File: src/hdl/qei_defines.vh
// Constants for the quadrature encoder block: offsets, fields, resets.
// Assumes a 32-bit AHB-Lite register window with byte addressing.
`ifndef QEI_DEFINES_VH
`define QEI_DEFINES_VH

// Register byte offsets
`define QEI_CTRL_OFS 8'h00
`define QEI_STAT_OFS 8'h04
`define QEI_POS_OFS 8'h08
`define QEI_MAXPOS_OFS 8'h0c
`define QEI_VPERIOD_OFS 8'h10
`define QEI_VTIMER_OFS 8'h14
`define QEI_VRUN_OFS 8'h18
`define QEI_VSPEED_OFS 8'h1c
`define QEI_INTSTAT_OFS 8'h20
`define QEI_INTMASK_OFS 8'h24
`define QEI_INTMSKD_OFS 8'h28

// Control fields
`define QEI_CTRL_ENABLE 0
`define QEI_CTRL_SWAP 1
`define QEI_CTRL_IDXRST 2
`define QEI_CTRL_STEPDIR 3
`define QEI_CTRL_BOTH 4
`define QEI_CTRL_VEL_EN 5
`define QEI_CTRL_PDIV_LO 6
`define QEI_CTRL_PDIV_HI 8
`define QEI_CTRL_W 9

// Status fields
`define QEI_STAT_ERROR 0
`define QEI_STAT_DIR 1

// Event bits
`define QEI_EV_INDEX 0
`define QEI_EV_TIMER 1
`define QEI_EV_DIR 2
`define QEI_EV_ERROR 3
`define QEI_EV_W 4

// Reset values
`define QEI_CTRL_RST 9'h000
`define QEI_MAXPOS_RST 32'hffffffff
`define QEI_VPERIOD_RST 32'h0000ffff

`endif

File: src/hdl/qei_edge_decoder.v
// Edge decoder for two encoder channels and an index input.
// Assumes inputs already synchronous to clock_in; channels arrive swapped as set.
`timescale 1ns/10ps
`default_nettype none

module qei_edge_decoder (
    input wire clock_in,
    input wire rstn_in,
    input wire enable_in,
    input wire chan_a_in,
    input wire chan_b_in,
    input wire index_in,
    input wire step_direction_mode_select_in,
    input wire both_channel_count_select_in,
    output reg count_pulse_out,
    output reg dir_fwd_out,
    output reg dir_change_out,
    output reg phase_error_out,
    output reg index_pulse_out
);

reg a_q;
reg b_q;
reg idx_q;
reg a_chg;
reg b_chg;
reg cnt_d;
reg fwd_d;
reg err_d;

always @* begin
    a_chg = chan_a_in ^ a_q;
    b_chg = chan_b_in ^ b_q;
    cnt_d = 1'b0;
    fwd_d = dir_fwd_out;
    err_d = 1'b0;
    if (step_direction_mode_select_in) begin
        if (chan_a_in && !a_q) begin
            cnt_d = 1'b1;
            fwd_d = chan_b_in;
        end
    end else if (a_chg && b_chg) begin
        err_d = 1'b1;
    end else if (a_chg) begin
        cnt_d = 1'b1;
        fwd_d = chan_a_in ^ chan_b_in;
    end else if (b_chg) begin
        cnt_d = both_channel_count_select_in;
        fwd_d = ~(chan_a_in ^ chan_b_in);
    end
end

always @(posedge clock_in or negedge rstn_in) begin
    if (!rstn_in) begin
        a_q <= 1'b0;
        b_q <= 1'b0;
        idx_q <= 1'b0;
        count_pulse_out <= 1'b0;
        dir_fwd_out <= 1'b1;
        dir_change_out <= 1'b0;
        phase_error_out <= 1'b0;
        index_pulse_out <= 1'b0;
    end else begin
        a_q <= chan_a_in;
        b_q <= chan_b_in;
        idx_q <= index_in;
        count_pulse_out <= enable_in & cnt_d;
        phase_error_out <= enable_in & err_d;
        index_pulse_out <= enable_in & index_in & ~idx_q;
        dir_change_out <= enable_in & cnt_d & (fwd_d != dir_fwd_out);
        if (enable_in && cnt_d) begin
            dir_fwd_out <= fwd_d;
        end
    end
end

endmodule // qei_edge_decoder

`default_nettype wire

File: src/hdl/qei_position_velocity.v
// Quadrature encoder position and velocity unit with AHB-Lite registers.
// Assumes encoder pins synchronous to clock_in and a single AHB-Lite master.
`timescale 1ns/10ps
`include "qei_defines.vh"
`default_nettype none

module qei_position_velocity #(
    parameter POS_W = 32,
    parameter VEL_W = 32,
    parameter ADDR_W = 8
) (
    input wire clock_in,
    input wire rstn_in,
    input wire hsel_in,
    input wire [ADDR_W-1:0] haddr_in,
    input wire [1:0] htrans_in,
    input wire hwrite_in,
    input wire [2:0] hsize_in,
    input wire hready_in,
    input wire [31:0] hwdata_in,
    output reg [31:0] hrdata_out,
    output reg hreadyout_out,
    output reg hresp_out,
    input wire chan_a_in,
    input wire chan_b_in,
    input wire index_in,
    output reg irq_out,
    output reg direction_out
);

// Control and software state
reg [`QEI_CTRL_W-1:0] ctrl_q;
reg [POS_W-1:0] position_q;
reg [POS_W-1:0] max_position_value_q;
reg [VEL_W-1:0] velocity_timer_period_q;
reg [VEL_W-1:0] vel_timer_q;
reg [VEL_W-1:0] vel_running_q;
reg [VEL_W-1:0] vel_speed_q;
reg [7:0] prediv_cnt_q;
reg error_seen_q;
wire [`QEI_EV_W-1:0] int_status_q;
reg [`QEI_EV_W-1:0] int_mask_q;
reg [POS_W-1:0] position_d;
reg [31:0] rdata_d;

// Bus states
localparam BUS_IDLE = 2'b00;
localparam BUS_WRITE = 2'b01;
localparam BUS_READ = 2'b10;
reg [1:0] bus_state_q;
reg [1:0] bus_state_d;
reg [ADDR_W-1:0] addr_q;

wire enable = ctrl_q[`QEI_CTRL_ENABLE];
wire channel_swap_select = ctrl_q[`QEI_CTRL_SWAP];
wire index_reset_select = ctrl_q[`QEI_CTRL_IDXRST];
wire step_direction_mode_select = ctrl_q[`QEI_CTRL_STEPDIR];
wire both_channel_count_select = ctrl_q[`QEI_CTRL_BOTH];
wire vel_enable = ctrl_q[`QEI_CTRL_VEL_EN];
wire [2:0] velocity_predivider = ctrl_q[`QEI_CTRL_PDIV_HI:`QEI_CTRL_PDIV_LO];

wire chan_first = channel_swap_select ? chan_b_in : chan_a_in;
wire chan_second = channel_swap_select ? chan_a_in : chan_b_in;

wire count_pulse;
wire dir_fwd;
wire direction_change_event;
wire phase_error_event;
wire index_detect_event;

qei_edge_decoder u_decoder (
    .clock_in(clock_in),
    .rstn_in(rstn_in),
    .enable_in(enable),
    .chan_a_in(chan_first),
    .chan_b_in(chan_second),
    .index_in(index_in),
    .step_direction_mode_select_in(step_direction_mode_select),
    .both_channel_count_select_in(both_channel_count_select),
    .count_pulse_out(count_pulse),
    .dir_fwd_out(dir_fwd),
    .dir_change_out(direction_change_event),
    .phase_error_out(phase_error_event),
    .index_pulse_out(index_detect_event)
);

// Bus decode
wire bus_take = hsel_in & htrans_in[1] & hready_in;
wire rd_pend = (bus_state_q == BUS_READ);
wire wr_now = (bus_state_q == BUS_WRITE);
wire [31:0] wdata = hwdata_in;

wire wr_ctrl = wr_now && (addr_q == `QEI_CTRL_OFS);
wire wr_pos = wr_now && (addr_q == `QEI_POS_OFS);
wire wr_max = wr_now && (addr_q == `QEI_MAXPOS_OFS);
wire wr_per = wr_now && (addr_q == `QEI_VPERIOD_OFS);
wire wr_stat = wr_now && (addr_q == `QEI_STAT_OFS);
wire wr_iclr = wr_now && (addr_q == `QEI_INTSTAT_OFS);
wire wr_mask = wr_now && (addr_q == `QEI_INTMASK_OFS);

// Velocity timing
wire vel_active = enable & vel_enable;
wire [7:0] prediv_top = (8'h01 << velocity_predivider) - 8'h01;
wire prediv_tick = count_pulse && (prediv_cnt_q == prediv_top);
wire timer_expire = vel_active && (vel_timer_q == {VEL_W{1'b0}});
wire [VEL_W-1:0] run_inc = prediv_tick ? {{(VEL_W-1){1'b0}}, 1'b1} : {VEL_W{1'b0}};

// Event collection
wire [`QEI_EV_W-1:0] events;
assign events[`QEI_EV_INDEX] = index_detect_event;
assign events[`QEI_EV_TIMER] = timer_expire;
assign events[`QEI_EV_DIR] = direction_change_event;
assign events[`QEI_EV_ERROR] = phase_error_event;

wire [`QEI_EV_W-1:0] masked_status = int_status_q & int_mask_q;

// Bus next state
always @* begin
    bus_state_d = BUS_IDLE;
    case (bus_state_q)
        BUS_IDLE, BUS_WRITE: begin
            if (bus_take) begin
                bus_state_d = hwrite_in ? BUS_WRITE : BUS_READ;
            end
        end
        BUS_READ: begin
            // Wait state ends, nothing taken
            bus_state_d = BUS_IDLE;
        end
        default: begin
            bus_state_d = BUS_IDLE;
        end
    endcase
end

// Bus handshake
always @(posedge clock_in or negedge rstn_in) begin
    if (!rstn_in) begin
        bus_state_q <= BUS_IDLE;
        addr_q <= {ADDR_W{1'b0}};
        hreadyout_out <= 1'b1;
        hresp_out <= 1'b0;
    end else begin
        bus_state_q <= bus_state_d;
        hresp_out <= 1'b0;
        hreadyout_out <= (bus_state_d != BUS_READ);
        if (bus_take && !rd_pend) begin
            addr_q <= {haddr_in[ADDR_W-1:2], 2'b00};
        end
    end
end

// Read data select
always @* begin
    rdata_d = 32'h00000000;
    case (addr_q)
        `QEI_CTRL_OFS: rdata_d = {{(32-`QEI_CTRL_W){1'b0}}, ctrl_q};
        `QEI_STAT_OFS: rdata_d = {30'h00000000, dir_fwd, error_seen_q};
        `QEI_POS_OFS: rdata_d = position_q;
        `QEI_MAXPOS_OFS: rdata_d = max_position_value_q;
        `QEI_VPERIOD_OFS: rdata_d = velocity_timer_period_q;
        `QEI_VTIMER_OFS: rdata_d = vel_timer_q;
        `QEI_VRUN_OFS: rdata_d = vel_running_q;
        `QEI_VSPEED_OFS: rdata_d = vel_speed_q;
        `QEI_INTSTAT_OFS: rdata_d = {28'h0000000, int_status_q};
        `QEI_INTMASK_OFS: rdata_d = {28'h0000000, int_mask_q};
        `QEI_INTMSKD_OFS: rdata_d = {28'h0000000, masked_status};
        default: rdata_d = 32'h00000000;
    endcase
end

// Read data, one wait state
always @(posedge clock_in or negedge rstn_in) begin
    if (!rstn_in) begin
        hrdata_out <= 32'h00000000;
    end else if (rd_pend) begin
        hrdata_out <= rdata_d;
    end
end

// Configuration registers
always @(posedge clock_in or negedge rstn_in) begin
    if (!rstn_in) begin
        ctrl_q <= `QEI_CTRL_RST;
        max_position_value_q <= `QEI_MAXPOS_RST;
        velocity_timer_period_q <= `QEI_VPERIOD_RST;
        int_mask_q <= {`QEI_EV_W{1'b0}};
    end else begin
        if (wr_ctrl) begin
            ctrl_q <= wdata[`QEI_CTRL_W-1:0];
        end
        if (wr_max) begin
            max_position_value_q <= wdata[POS_W-1:0];
        end
        if (wr_per) begin
            velocity_timer_period_q <= wdata[VEL_W-1:0];
        end
        if (wr_mask) begin
            int_mask_q <= wdata[`QEI_EV_W-1:0];
        end
    end
end

// Position next value
always @* begin
    position_d = position_q;
    if (wr_pos) begin
        position_d = wdata[POS_W-1:0];
    end else if (enable) begin
        if (index_detect_event && index_reset_select) begin
            position_d = dir_fwd ? {POS_W{1'b0}} : max_position_value_q;
        end else if (count_pulse) begin
            if (dir_fwd) begin
                position_d = (position_q >= max_position_value_q) ?
                    {POS_W{1'b0}} : position_q + {{(POS_W-1){1'b0}}, 1'b1};
            end else begin
                position_d = (position_q == {POS_W{1'b0}}) ?
                    max_position_value_q : position_q - {{(POS_W-1){1'b0}}, 1'b1};
            end
        end
    end
end

// Position integrator
always @(posedge clock_in or negedge rstn_in) begin
    if (!rstn_in) begin
        position_q <= {POS_W{1'b0}};
    end else begin
        position_q <= position_d;
    end
end

always @(posedge clock_in or negedge rstn_in) begin
    if (!rstn_in) begin
        prediv_cnt_q <= 8'h00;
    end else if (!vel_active) begin
        prediv_cnt_q <= 8'h00;
    end else if (count_pulse) begin
        prediv_cnt_q <= prediv_tick ? 8'h00 : prediv_cnt_q + 8'h01;
    end
end

// Velocity accumulator
always @(posedge clock_in or negedge rstn_in) begin
    if (!rstn_in) begin
        vel_timer_q <= {VEL_W{1'b0}};
        vel_running_q <= {VEL_W{1'b0}};
        vel_speed_q <= {VEL_W{1'b0}};
    end else if (!vel_active) begin
        vel_timer_q <= velocity_timer_period_q;
        vel_running_q <= {VEL_W{1'b0}};
    end else begin
        if (timer_expire) begin
            vel_timer_q <= velocity_timer_period_q;
            vel_speed_q <= vel_running_q + run_inc;
            vel_running_q <= {VEL_W{1'b0}};
        end else begin
            vel_timer_q <= vel_timer_q - {{(VEL_W-1){1'b0}}, 1'b1};
            vel_running_q <= vel_running_q + run_inc;
        end
    end
end

always @(posedge clock_in or negedge rstn_in) begin
    if (!rstn_in) begin
        error_seen_q <= 1'b0;
    end else if (phase_error_event) begin
        error_seen_q <= 1'b1;
    end else if (wr_stat && wdata[`QEI_STAT_ERROR]) begin
        error_seen_q <= 1'b0;
    end
end

genvar ev_i;
generate
    for (ev_i = 0; ev_i < `QEI_EV_W; ev_i = ev_i + 1) begin : g_event
        reg flag_q;
        always @(posedge clock_in or negedge rstn_in) begin
            if (!rstn_in) begin
                flag_q <= 1'b0;
            end else if (events[ev_i]) begin
                flag_q <= 1'b1;
            end else if (wr_iclr && wdata[ev_i]) begin
                flag_q <= 1'b0;
            end
        end
        assign int_status_q[ev_i] = flag_q;
    end
endgenerate

// Interrupt and direction outputs
always @(posedge clock_in or negedge rstn_in) begin
    if (!rstn_in) begin
        irq_out <= 1'b0;
        direction_out <= 1'b1;
    end else begin
        irq_out <= |masked_status;
        direction_out <= dir_fwd;
    end
end

endmodule // qei_position_velocity

`default_nettype wire

File: config.mk
export PLATFORM = sky130hd
export DESIGN_NAME = qei_position_velocity
export DESIGN_NICKNAME = d
export VERILOG_FILES = /design/src/hdl/qei_edge_decoder.v /design/src/hdl/qei_position_velocity.v
export VERILOG_INCLUDE_DIRS = /design/src /design/src/hdl
export SDC_FILE = /design/constraint.sdc
export NUM_CORES = 1
export LEC_CHECK = 0
export ABC_AREA = 1
export BUFFER_PORTS_ARGS = -buffer_cell sky130_fd_sc_hd__buf_2
export CORE_ASPECT_RATIO = 1.4
export CORE_MARGIN = 4
export CORE_UTILIZATION = 67
export DETAILED_ROUTE_END_ITERATION = 16
export GPL_TIMING_DRIVEN = 0
export PLACE_DENSITY = 0.95
export SLEW_MARGIN = 20
export SYNTH_ARGS = -nofsm -noshare
export SYNTH_HDL_FRONTEND = slang
export SYNTH_HIERARCHICAL = 1
export SYNTH_SLANG_ARGS = --single-unit
export TNS_END_PERCENT = 100
File: constraint.sdc
create_clock -name clock_in -period 7.9 [get_ports clock_in]
set_input_delay 0.395 -clock clock_in [delete_from_list [all_inputs] [get_ports clock_in]]
set_output_delay 0.395 -clock clock_in [all_outputs]
set_load 0.1 [all_outputs]
## Yosys cells after proc, flatten, opt, wreduce, memory -nomap -nowiden

Index checks and enable logic that the tools add are counted.

- Bits in registers: 269
- Bits of input ports: 53
- Word-level logic and storage cells: 146

- Add/sub/neg operators: 6
- $lt $le $gt $ge: 1
- Equal/unequal tests: 16
- Shift-type cells: 1
- Mux-type cells: 44
- Bitwise logic cells: 14
- Reduce and logical (&&, ||, !) cells: 36

Operators with widths:

| kind | count |
|---|---|
| 32-bit two-way mux | 12 |
| 32-bit one-hot mux with 11 select lines | 1 |
| 32-bit zero test | 2 |
| 32-bit by 1-bit subtractor with 32-bit output, second input constant | 2 |
| 32-bit by 1-bit adder with 32-bit output | 1 |
| 32-bit by 1-bit adder with 32-bit output, second input constant | 1 |
| 32-bit greater-or-equal comparator | 1 |
| 1-bit two-way mux | 25 |
| 6-bit by 3-bit == test with 1-bit output, second input constant | 4 |
| 8-bit two-way mux | 3 |
| 1-bit logical AND | 19 |
| 6-bit by 4-bit == test with 1-bit output, second input constant | 3 |
| 6-bit by 2-bit == test with 1-bit output, second input constant | 2 |
| 2-bit nonzero test | 6 |
| 8-bit by 1-bit adder with 8-bit output, second input constant | 1 |
| 1-bit AND | 8 |
| 8-bit == test | 1 |
| 8-bit zero test | 1 |
| 1-bit by 3-bit << shifter with 8-bit output, first input constant | 1 |
| 8-bit by 1-bit subtractor with 8-bit output, second input constant | 1 |
| 6-bit by 1-bit == test with 1-bit output, second input constant | 1 |
| 2-bit two-way mux | 3 |
| 4-bit AND | 1 |
| 2-bit AND reduction | 2 |
| other kinds (12) | 16 |

## Depth between registers and ports, before layout

Gate-level depths: netlist of run 1.

- Depth after elaboration: 9
- Mapped depth: 21
- Mapped depth without buffers: 21

## Modules after synthesis

The synthesis of run 1 kept the hierarchy.

Modules (own cells, without submodules):

| module | instances | cells each | area an instance (um^2) | seq. area each (um^2) |
|---|---|---|---|---|
| qei_position_velocity | 1 | 2452 | 17121.4 | 6593.8 |
| qei_edge_decoder | 1 | 51 | 411.6 | 201.4 |

## Least setup slack after synthesis of run 1

OpenSTA, ideal clock, no wires.

- Path type: register to register
- Start: reg ctrl_q[8]
- End: reg vel_speed_q[30]
- Library setup time: 0.083 ns
- Arrival time: 3.118 ns
- Data required time: 7.817 ns
- Path slack: 4.700 ns
- Cell stages (with the launch flop): 21
- Cell sequence: dfrtp_1 nor2_1 nand2_1 ha_1 or2_2 o211ai_1 nor4_1 and3_1 ha_1 ha_1 nand3_4 nor2_4 nand2_2 nor2_4 nand2_4 nor2_4 nand2_2 nor2_2 xor2_1 nand2_1 o21ai_0

- Cells in the longest elaborated chain, start to end: 6

RTL lines:

| element | RTL line | text |
|---|---|---|
| from (decl) | qei_position_velocity.v:32 | `` reg [`QEI_CTRL_W-1:0] ctrl_q; `` |
| from (signal assigned) | qei_position_velocity.v:184 | `` ctrl_q <= `QEI_CTRL_RST; `` |
| from (signal assigned) | qei_position_velocity.v:190 | `` ctrl_q <= wdata[`QEI_CTRL_W-1:0]; `` |
| 1-bit by 3-bit << shifter with 8-bit output | qei_position_velocity.v:103 | `wire [7:0] prediv_top = (8'h01 << velocity_predivider) - 8'h01;` |
| 8-bit by 1-bit subtractor with 8-bit output | qei_position_velocity.v:103 |  |
| 8-bit == test | qei_position_velocity.v:104 | `wire prediv_tick = count_pulse && (prediv_cnt_q == prediv_top);` |
| 1-bit logical AND | qei_position_velocity.v:104 |  |
| 1-bit two-way mux | qei_position_velocity.v:106 | `wire [VEL_W-1:0] run_inc = prediv_tick ? {{(VEL_W-1){1'b0}}, 1'b1} : {VEL_W{1'b0}};` |
| 32-bit by 1-bit adder with 32-bit output | qei_position_velocity.v:255 | `vel_speed_q <= vel_running_q + run_inc;` |
| to (signal assigned) | qei_position_velocity.v:248 | `vel_speed_q <= {VEL_W{1'b0}};` |
| to (signal assigned) | qei_position_velocity.v:255 |  |
| to (decl) | qei_position_velocity.v:38 | `reg [VEL_W-1:0] vel_speed_q;` |

Every way passes these cells.
A chain may end at the register's enable or synchronous reset.

## Worst setup path in the final report of run 1

- Start: reg ctrl_q[8]
- End: reg vel_speed_q[28]

The elaborated chain is that of the path after synthesis.

==> results of run 1 <==
-- area by class of cell --
cell class                      instances  share of cell area [%]
Multi-Input combinational cell       1779                    46.0
Sequential cell                       269                    35.1
Inverter                              362                    7.03
Clock buffer                           35                    3.86
Timing Repair Buffer                   86                    2.59
Buffer                                 93                    2.50
Tap cell                              319                    2.06
Clock inverter                         15                   0.809
-- cells by family after synthesis --
family / count (synthesis) / synth area share [%]
AOI/OAI and AO/OA: 417 / 13.1
muxes: 2 / 0.114
DFF: 269 / 38.8
other: 1 / 0.0214
and+or+nand+nor: 1232 / 30.2
buffers and inverters: 455 / 10.5
xor gates and xnor gates: 86 / 4.30
adders and majority gates: 41 / 2.93
-- sequential cells by signal, summed over array words and instances (netlist names), 2 cells and up --
name,cells
vel_speed_q,32
ctrl_q,9
vel_timer_q,32
hrdata_out,32
int_mask_q,4
vel_running_q,32
addr_q,6
g_event.flag_q,4
position_q,32
max_position_value_q,32
velocity_timer_period_q,32
bus_state_q,2
prediv_cnt_q,8
-- synth_stat cells (8+ instances only) --
cell / n / share of area, %
nand2_1: 730 / 16
inv_1: 341 / 7.3
nor2_1: 223 / 4.8
dfrtp_1: 218 / 31
o21ai_0: 212 / 6.1
nand3_1: 110 / 3.1
xor2_1: 78 / 3.9
a21oi_1: 68 / 1.9
dfstp_2: 51 / 7.6
nor3_1: 44 / 1.3
o22ai_1: 44 / 1.6
ha_1: 41 / 2.9
clkbuf_1: 40 / 0.86
buf_2: 36 / 1.0
nand4_1: 34 / 1.2
o21ai_1: 33 / 0.94
nor2_2: 23 / 0.82
inv_2: 21 / 0.45
nor2_4: 14 / 0.90
a22oi_1: 13 / 0.56
nand2_2: 13 / 0.46
nor4_1: 10 / 0.36
a31oi_1: 9 / 0.32
buf_4: 8 / 0.34
buf_6: 8 / 0.51
o211ai_1: 8 / 0.34
xnor2_1: 8 / 0.40
-- power by group --
part | total (mW) | switching (mW) | internal [mW]
Sequential | 1.70 | 0.180 | 1.52
Combinational | 1.27 | 0.897 | 0.375
Clock | 1.34 | 0.603 | 0.740
-- routing by layer --
metal	share of wire, %	routed length [um]	GRT usage, %	vias up
met3	13	8190	9.60	488
met2	45	29200	71.4	1656
met1	33	21500	53.6	8449
met5	0	0	0	-
met4	9.2	5980	32.1	0
li1	-	-	-	8206
-- layout by cell type (no fill, tap or decap), types with 27 or more instances in the layout --
cell         n
nor3_1      44
clkbuf_16   27
dfrtp_1    218
nor2_1     223
nand4_1     34
o21ai_1     33
ha_1        41
inv_1      341
o22ai_1     44
buf_2      116
xor2_1      78
o21ai_0    212
dfstp_2     51
nand3_1    110
a21oi_1     68
clkbuf_1    44
nand2_1    730
-- final timing paths --
kind / from / end / cells past startpoint
worst max-delay path: ctrl_q[8] / vel_speed_q[28] / 15
worst min-delay path: haddr_in[4] / addr_q[4] / 3
worst max register to register: ctrl_q[8] / vel_speed_q[28] / 15
worst min register to register: u_decoder/idx_q / u_decoder/index_pulse_out / 1
max in group asynchronous: rstn_in / position_q[22] / 3
min in group asynchronous: rstn_in / bus_state_q[1] / 2
-- worst max-delay path, cell delays in order (launching register included) --
cell	delay, ns
dfrtp_1	0.50
nor2_1	0.27
nand2_1	0.14
ha_1	0.32
or2_2	0.12
o211ai_1	0.07
nor4_1	0.41
and3_1	0.26
ha_1	0.37
ha_1	0.32
nand3_4	0.14
nor4_1	0.62
nand4_1	0.20
xor2_1	0.18
inv_1	0.07
o21ai_1	0.13
-- per-stage QoR --
stage	total power, mW	utilization, %
after global routing	4.49	75.7
final	4.32	75.7
after global placement	2.87	71.8
after floorplan	2.53	-
after detailed placement	2.91	72.0
after CTS	4.24	75.7
==> results.sh, run 1 <==
export IMPL_status="completed"
export IMPL_fmax_ghz=0.238
export IMPL_ys_seq_area_share_pct=38.8
export IMPL_die_area_mm2=0.0289
export IMPL_fillCellCount=1941
export IMPL_die_w_um=145
export IMPL_path_class="flop to flop"
export IMPL_clock_skew_ns=0.0173
export IMPL_cts_htree_levels=1
export IMPL_io_buffer_count=81
export IMPL_drive_above_1_share_pct=12.6
export IMPL_fin_nets=2712
export IMPL_grt_pass1_wl_um=98700
export IMPL_synth_cells=2503
export IMPL_grt_usage_pct=44.9
export IMPL_hold_ws_ns=0.0919
export IMPL_period_share_pct=53.1
export IMPL_clkSinkCount=269
export IMPL_dp_final_hpwl_um=49100
export IMPL_wire_per_inst_um=21.9
export IMPL_cts_setup_buffers=0
export IMPL_relSlewSlack_pct=31.7
export IMPL_drc=0
export IMPL_ant_nets=0
export IMPL_syn_area_mm2=0.0175
export IMPL_dpl_cell_count=2905
export IMPL_power_density_mw_per_mm2=223
export IMPL_critPathLaunchType="flop"
export IMPL_dpl_cell_area_mm2=0.0184
export IMPL_grt_pass1_vias=18385
export IMPL_instances_no_fill=2958
export IMPL_yosysWarnings=6
export IMPL_finalMaxSlewViolations=0
export IMPL_arrival_ns=4.68
export IMPL_n_antenna_cell=0
export IMPL_ys_types=53
export IMPL_clk_pin_slew_ns=0.07
export IMPL_regArea_mm2=0.00680
export IMPL_drt_pass1_iter_count=8
export IMPL_multiInputGateArea_mm2=0.00889
export IMPL_cts_tree="done"
export IMPL_post_cts_resized=0
export IMPL_area_growth_synth_to_final_pct=10.3
export IMPL_num_vias=18799
export IMPL_fin_setup_tns_ns=0
export IMPL_initial_core_util_pct=68.6
export IMPL_place_congestion=1.14
export IMPL_critPathMaxFanout=7
export IMPL_fin_ws_ns=3.71
export IMPL_leakage_nw=10.3
export IMPL_synth_seq_cells=269
export IMPL_antenna_found_initial=1
export IMPL_overflow=0
export IMPL_grt_max_degree=103
export IMPL_detail_route_wirelength_um=64800
export IMPL_fin_crit_ns=4.19
export IMPL_synthArstFlopShare_pct=100
export IMPL_pin_count=89
export IMPL_end_kind="flop"
export IMPL_core_area_mm2=0.0256
export IMPL_clock_path_buffers=3
export IMPL_maxCapViolCount=0
export IMPL_clock_latency_ns=0.57
export IMPL_setup_viol=0
export IMPL_cp_required_ns=8.39
export IMPL_place_worst_setup_slack_ns=3.98
export IMPL_hold_viol_final=0
export IMPL_max_slew_worst_pin_slew_ns=1.02
export IMPL_cts_root_buf="clkbuf_16"
export IMPL_synth_edf_count=0
export IMPL_drt_first_iter_violations=3065
export IMPL_rsz0062_at_grt="no"
export IMPL_reg2reg_slack_ns=3.71
export IMPL_vdd_ir_drop_max_uv=182
export IMPL_rows=69
export IMPL_cts_hold_buf=3
export IMPL_avgViaCountPerCell=6.36
export IMPL_avgSynthCellArea_um2=7.00
export IMPL_syn_nets=2597
export IMPL_hold_path_class="input port to flop"
export IMPL_final_area_mm2=0.0193
export IMPL_ys_flop_type="dfrtp_1"
export IMPL_cts_buffers=27
export IMPL_die_h_um=199
Power figures use the tool's default switching activity.
==> run 2, diff against run 1 <==
--- a/config.mk
+++ b/config.mk
@@ -10,10 +10,10 @@
 export BUFFER_PORTS_ARGS = -buffer_cell sky130_fd_sc_hd__buf_2
 export CORE_ASPECT_RATIO = 1.4
 export CORE_MARGIN = 4
-export CORE_UTILIZATION = 67
+export CORE_UTILIZATION = 57
 export DETAILED_ROUTE_END_ITERATION = 16
 export GPL_TIMING_DRIVEN = 0
-export PLACE_DENSITY = 0.95
+export PLACE_DENSITY = 0.89
 export SLEW_MARGIN = 20
 export SYNTH_ARGS = -nofsm -noshare
 export SYNTH_HDL_FRONTEND = slang
==> constraint.sdc (replaced) <==
create_clock -name clock_in -period 3.5 [get_ports clock_in]
set_input_delay 0.175 -clock clock_in [delete_from_list [all_inputs] [get_ports clock_in]]
set_output_delay 0.175 -clock clock_in [all_outputs]
set_load 0.1 [all_outputs]
==> run 2 against run 1 <==
Effect of this change:
- clock skew decreased by 0.0070 ns
- largest power group unchanged
- routed wire length increased by 3.5%
- setup slack got worse by 3.7 ns
- power increased by 130%
- combinational power increased by 130%
- clock power increased by 130%
- fmax increased by 22%
==> results.sh, run 2 (synthesized netlist as in run 1, its figures left out) <==
export IMPL_io_buffer_count=81
export IMPL_vdd_ir_drop_max_uv=359
export IMPL_grt_usage_pct=39.1
export IMPL_max_slew_worst_pin_slew_ns=0.819
export IMPL_core_area_mm2=0.0301
export IMPL_fmax_ghz=0.290
export IMPL_place_worst_setup_slack_ns=-0.423
export IMPL_die_w_um=156
export IMPL_place_congestion=1.07
export IMPL_combinationalPowerShare_pct=29.3
export IMPL_p_total_mw=9.84
export IMPL_clkSinkCount=269
export IMPL_grt_max_degree=99
export IMPL_clock_path_buffers=3
export IMPL_die_h_um=216
export IMPL_setup_viol=0
export IMPL_power_density_mw_per_mm2=492
export IMPL_cts_tree="done"
export IMPL_critPathMaxFanout=5
export IMPL_grt_pass1_vias=18200
export IMPL_arrival_ns=3.93
export IMPL_drc=0
export IMPL_drive_above_1_share_pct=13.4
export IMPL_clock_skew_ns=0.0104
export IMPL_dpl_cell_count=2971
export IMPL_fin_ws_ns=0.0497
export IMPL_p_sw_share_pct=37.9
export IMPL_area_growth_synth_to_final_pct=14.0
export IMPL_route_met3_wl_um=5930
export IMPL_layout_commonest_cell="nand2_1"
export IMPL_die_area_mm2=0.0337
export IMPL_relSlewSlack_pct=45.4
export IMPL_pin_count=89
export IMPL_hold_viol_final=0
export IMPL_fin_crit_ns=3.45
export IMPL_antenna_found_initial=2
export IMPL_end_kind="flop"
export IMPL_drt_first_iter_violations=2351
export IMPL_overflow=0
export IMPL_dp_final_hpwl_um=51200
export IMPL_fillCellCount=2550
export IMPL_cts_buffers=27
export IMPL_initial_core_util_pct=58.2
export IMPL_rows=75
export IMPL_cts_htree_levels=1
export IMPL_routed_top_layer="met5"
export IMPL_instances_no_fill=3071
export IMPL_finalMaxSlewViolations=0
export IMPL_path_class="flop to flop"
export IMPL_wl_met1_um=23800
export IMPL_cts_root_buf="clkbuf_16"
export IMPL_fin_nets=2759
export IMPL_ant_nets=0
export IMPL_switchingPower_mw=3.73
export IMPL_detail_route_wirelength_um=67100
export IMPL_status="completed"
export IMPL_drt_pass1_iter_count=7
export IMPL_p_clk_share_pct=31.6
export IMPL_final_cell_mix="nand2_1, inv_1, nor2_1"
export IMPL_critPathLaunchType="flop"
export IMPL_num_vias=18498
export IMPL_pwr_share_seq_pct=39.1
export IMPL_avgViaCountPerCell=6.02
export IMPL_wire_per_inst_um=21.8
export IMPL_clock_latency_ns=0.55
export IMPL_wl_met2_um=31800
export IMPL_cp_required_ns=3.98
export IMPL_maxCapViolCount=0
export IMPL_rsz0062_at_grt="yes"
export IMPL_hold_path_class="input port to flop"
export IMPL_leakage_nw=10.5
export IMPL_period_share_pct=98.6
export IMPL_grt_pass1_wl_um=102000
export IMPL_clk_pin_slew_ns=0.07
export IMPL_p_int_mw=6.11
[run 2: final timing paths]
path                                 start                          end  slack (ns)  cells past startpoint
max                              ctrl_q[7]              vel_speed_q[30]        0.05                     20
min                          hwdata_in[16]  velocity_timer_period_q[16]        0.02                      3
max reg2reg                      ctrl_q[7]              vel_speed_q[30]        0.05                     20
min reg2reg                u_decoder/idx_q    u_decoder/index_pulse_out        0.41                      1
max in group asynchronous          rstn_in              vel_speed_q[19]        2.36                      3
min in group asynchronous          rstn_in                u_decoder/b_q        0.19                      2
[run 2: critical path, stage by stage (launching register included)]
cell,delay [ns]
dfrtp_2,0.45
nor2_4,0.15
nand2_2,0.09
ha_4,0.19
xnor2_2,0.14
xor2_1,0.16
nor4_2,0.34
and3_4,0.28
ha_4,0.15
ha_4,0.14
nand3_4,0.09
nor2_4,0.16
nand2_4,0.07
nor2_4,0.14
nand2_4,0.09
nor2_4,0.15
nand2_2,0.08
nor2_2,0.13
xor2_1,0.21
nand2_1,0.08
o21ai_1,0.07
[run 2: layout make-up]
class / instances / area [um^2] / area share (%)
Antenna cell: 1 / 2.50 / 0.0125
Buffer: 93 / 484 / 2.42
Tap cell: 385 / 482 / 2.41
Multi-Input combinational cell: 1779 / 8980 / 44.9
Inverter: 362 / 1360 / 6.80
Sequential cell: 269 / 6800 / 34.0
Clock inverter: 12 / 148 / 0.739
Timing Repair Buffer: 133 / 936 / 4.68
Clock buffer: 37 / 793 / 3.97
[run 2: per-stage QoR]
stage	setup TNS (ns)	area, um^2	utilization, %	hold slack, ns
global route	-0.700	20000	66.3	0.0382
floorplan	0	17500	-	-0.121
global placement	-589.14	18400	61.2	0.302
finish	0	20000	66.3	0.0206
detailed placement	-4.09	18500	61.4	0.188
CTS	0	19800	65.9	0.00524
[run 2: timing repair]
action | CTS | global route
gates resized for setup | 12 | 8
setup buffers | 0 | 14
hold endpoints to repair | 150 | 0
endpoints found under the setup margin | 23 | 20
pin swaps | 2 | 9
hold buffers | 36 | 0
cloned | 0 | 0
[run 2: power groups by stage]
stage	Clock [mW]	Combinational, mW	Sequential [mW]
after floorplan	0	1.83	3.88
after global placement	0	2.67	3.86
after detailed placement	0	2.73	3.87
after CTS	3.09	2.79	3.82
after global routing	3.24	3.16	3.88
final	3.11	2.88	3.85
[run 2: metal layers]
layer  vias up  track usage (%)
met2      1293             64.9
met3       332             5.17
met4         2             26.3
met5         -                0
met1      8564             46.8
li1       8307                -
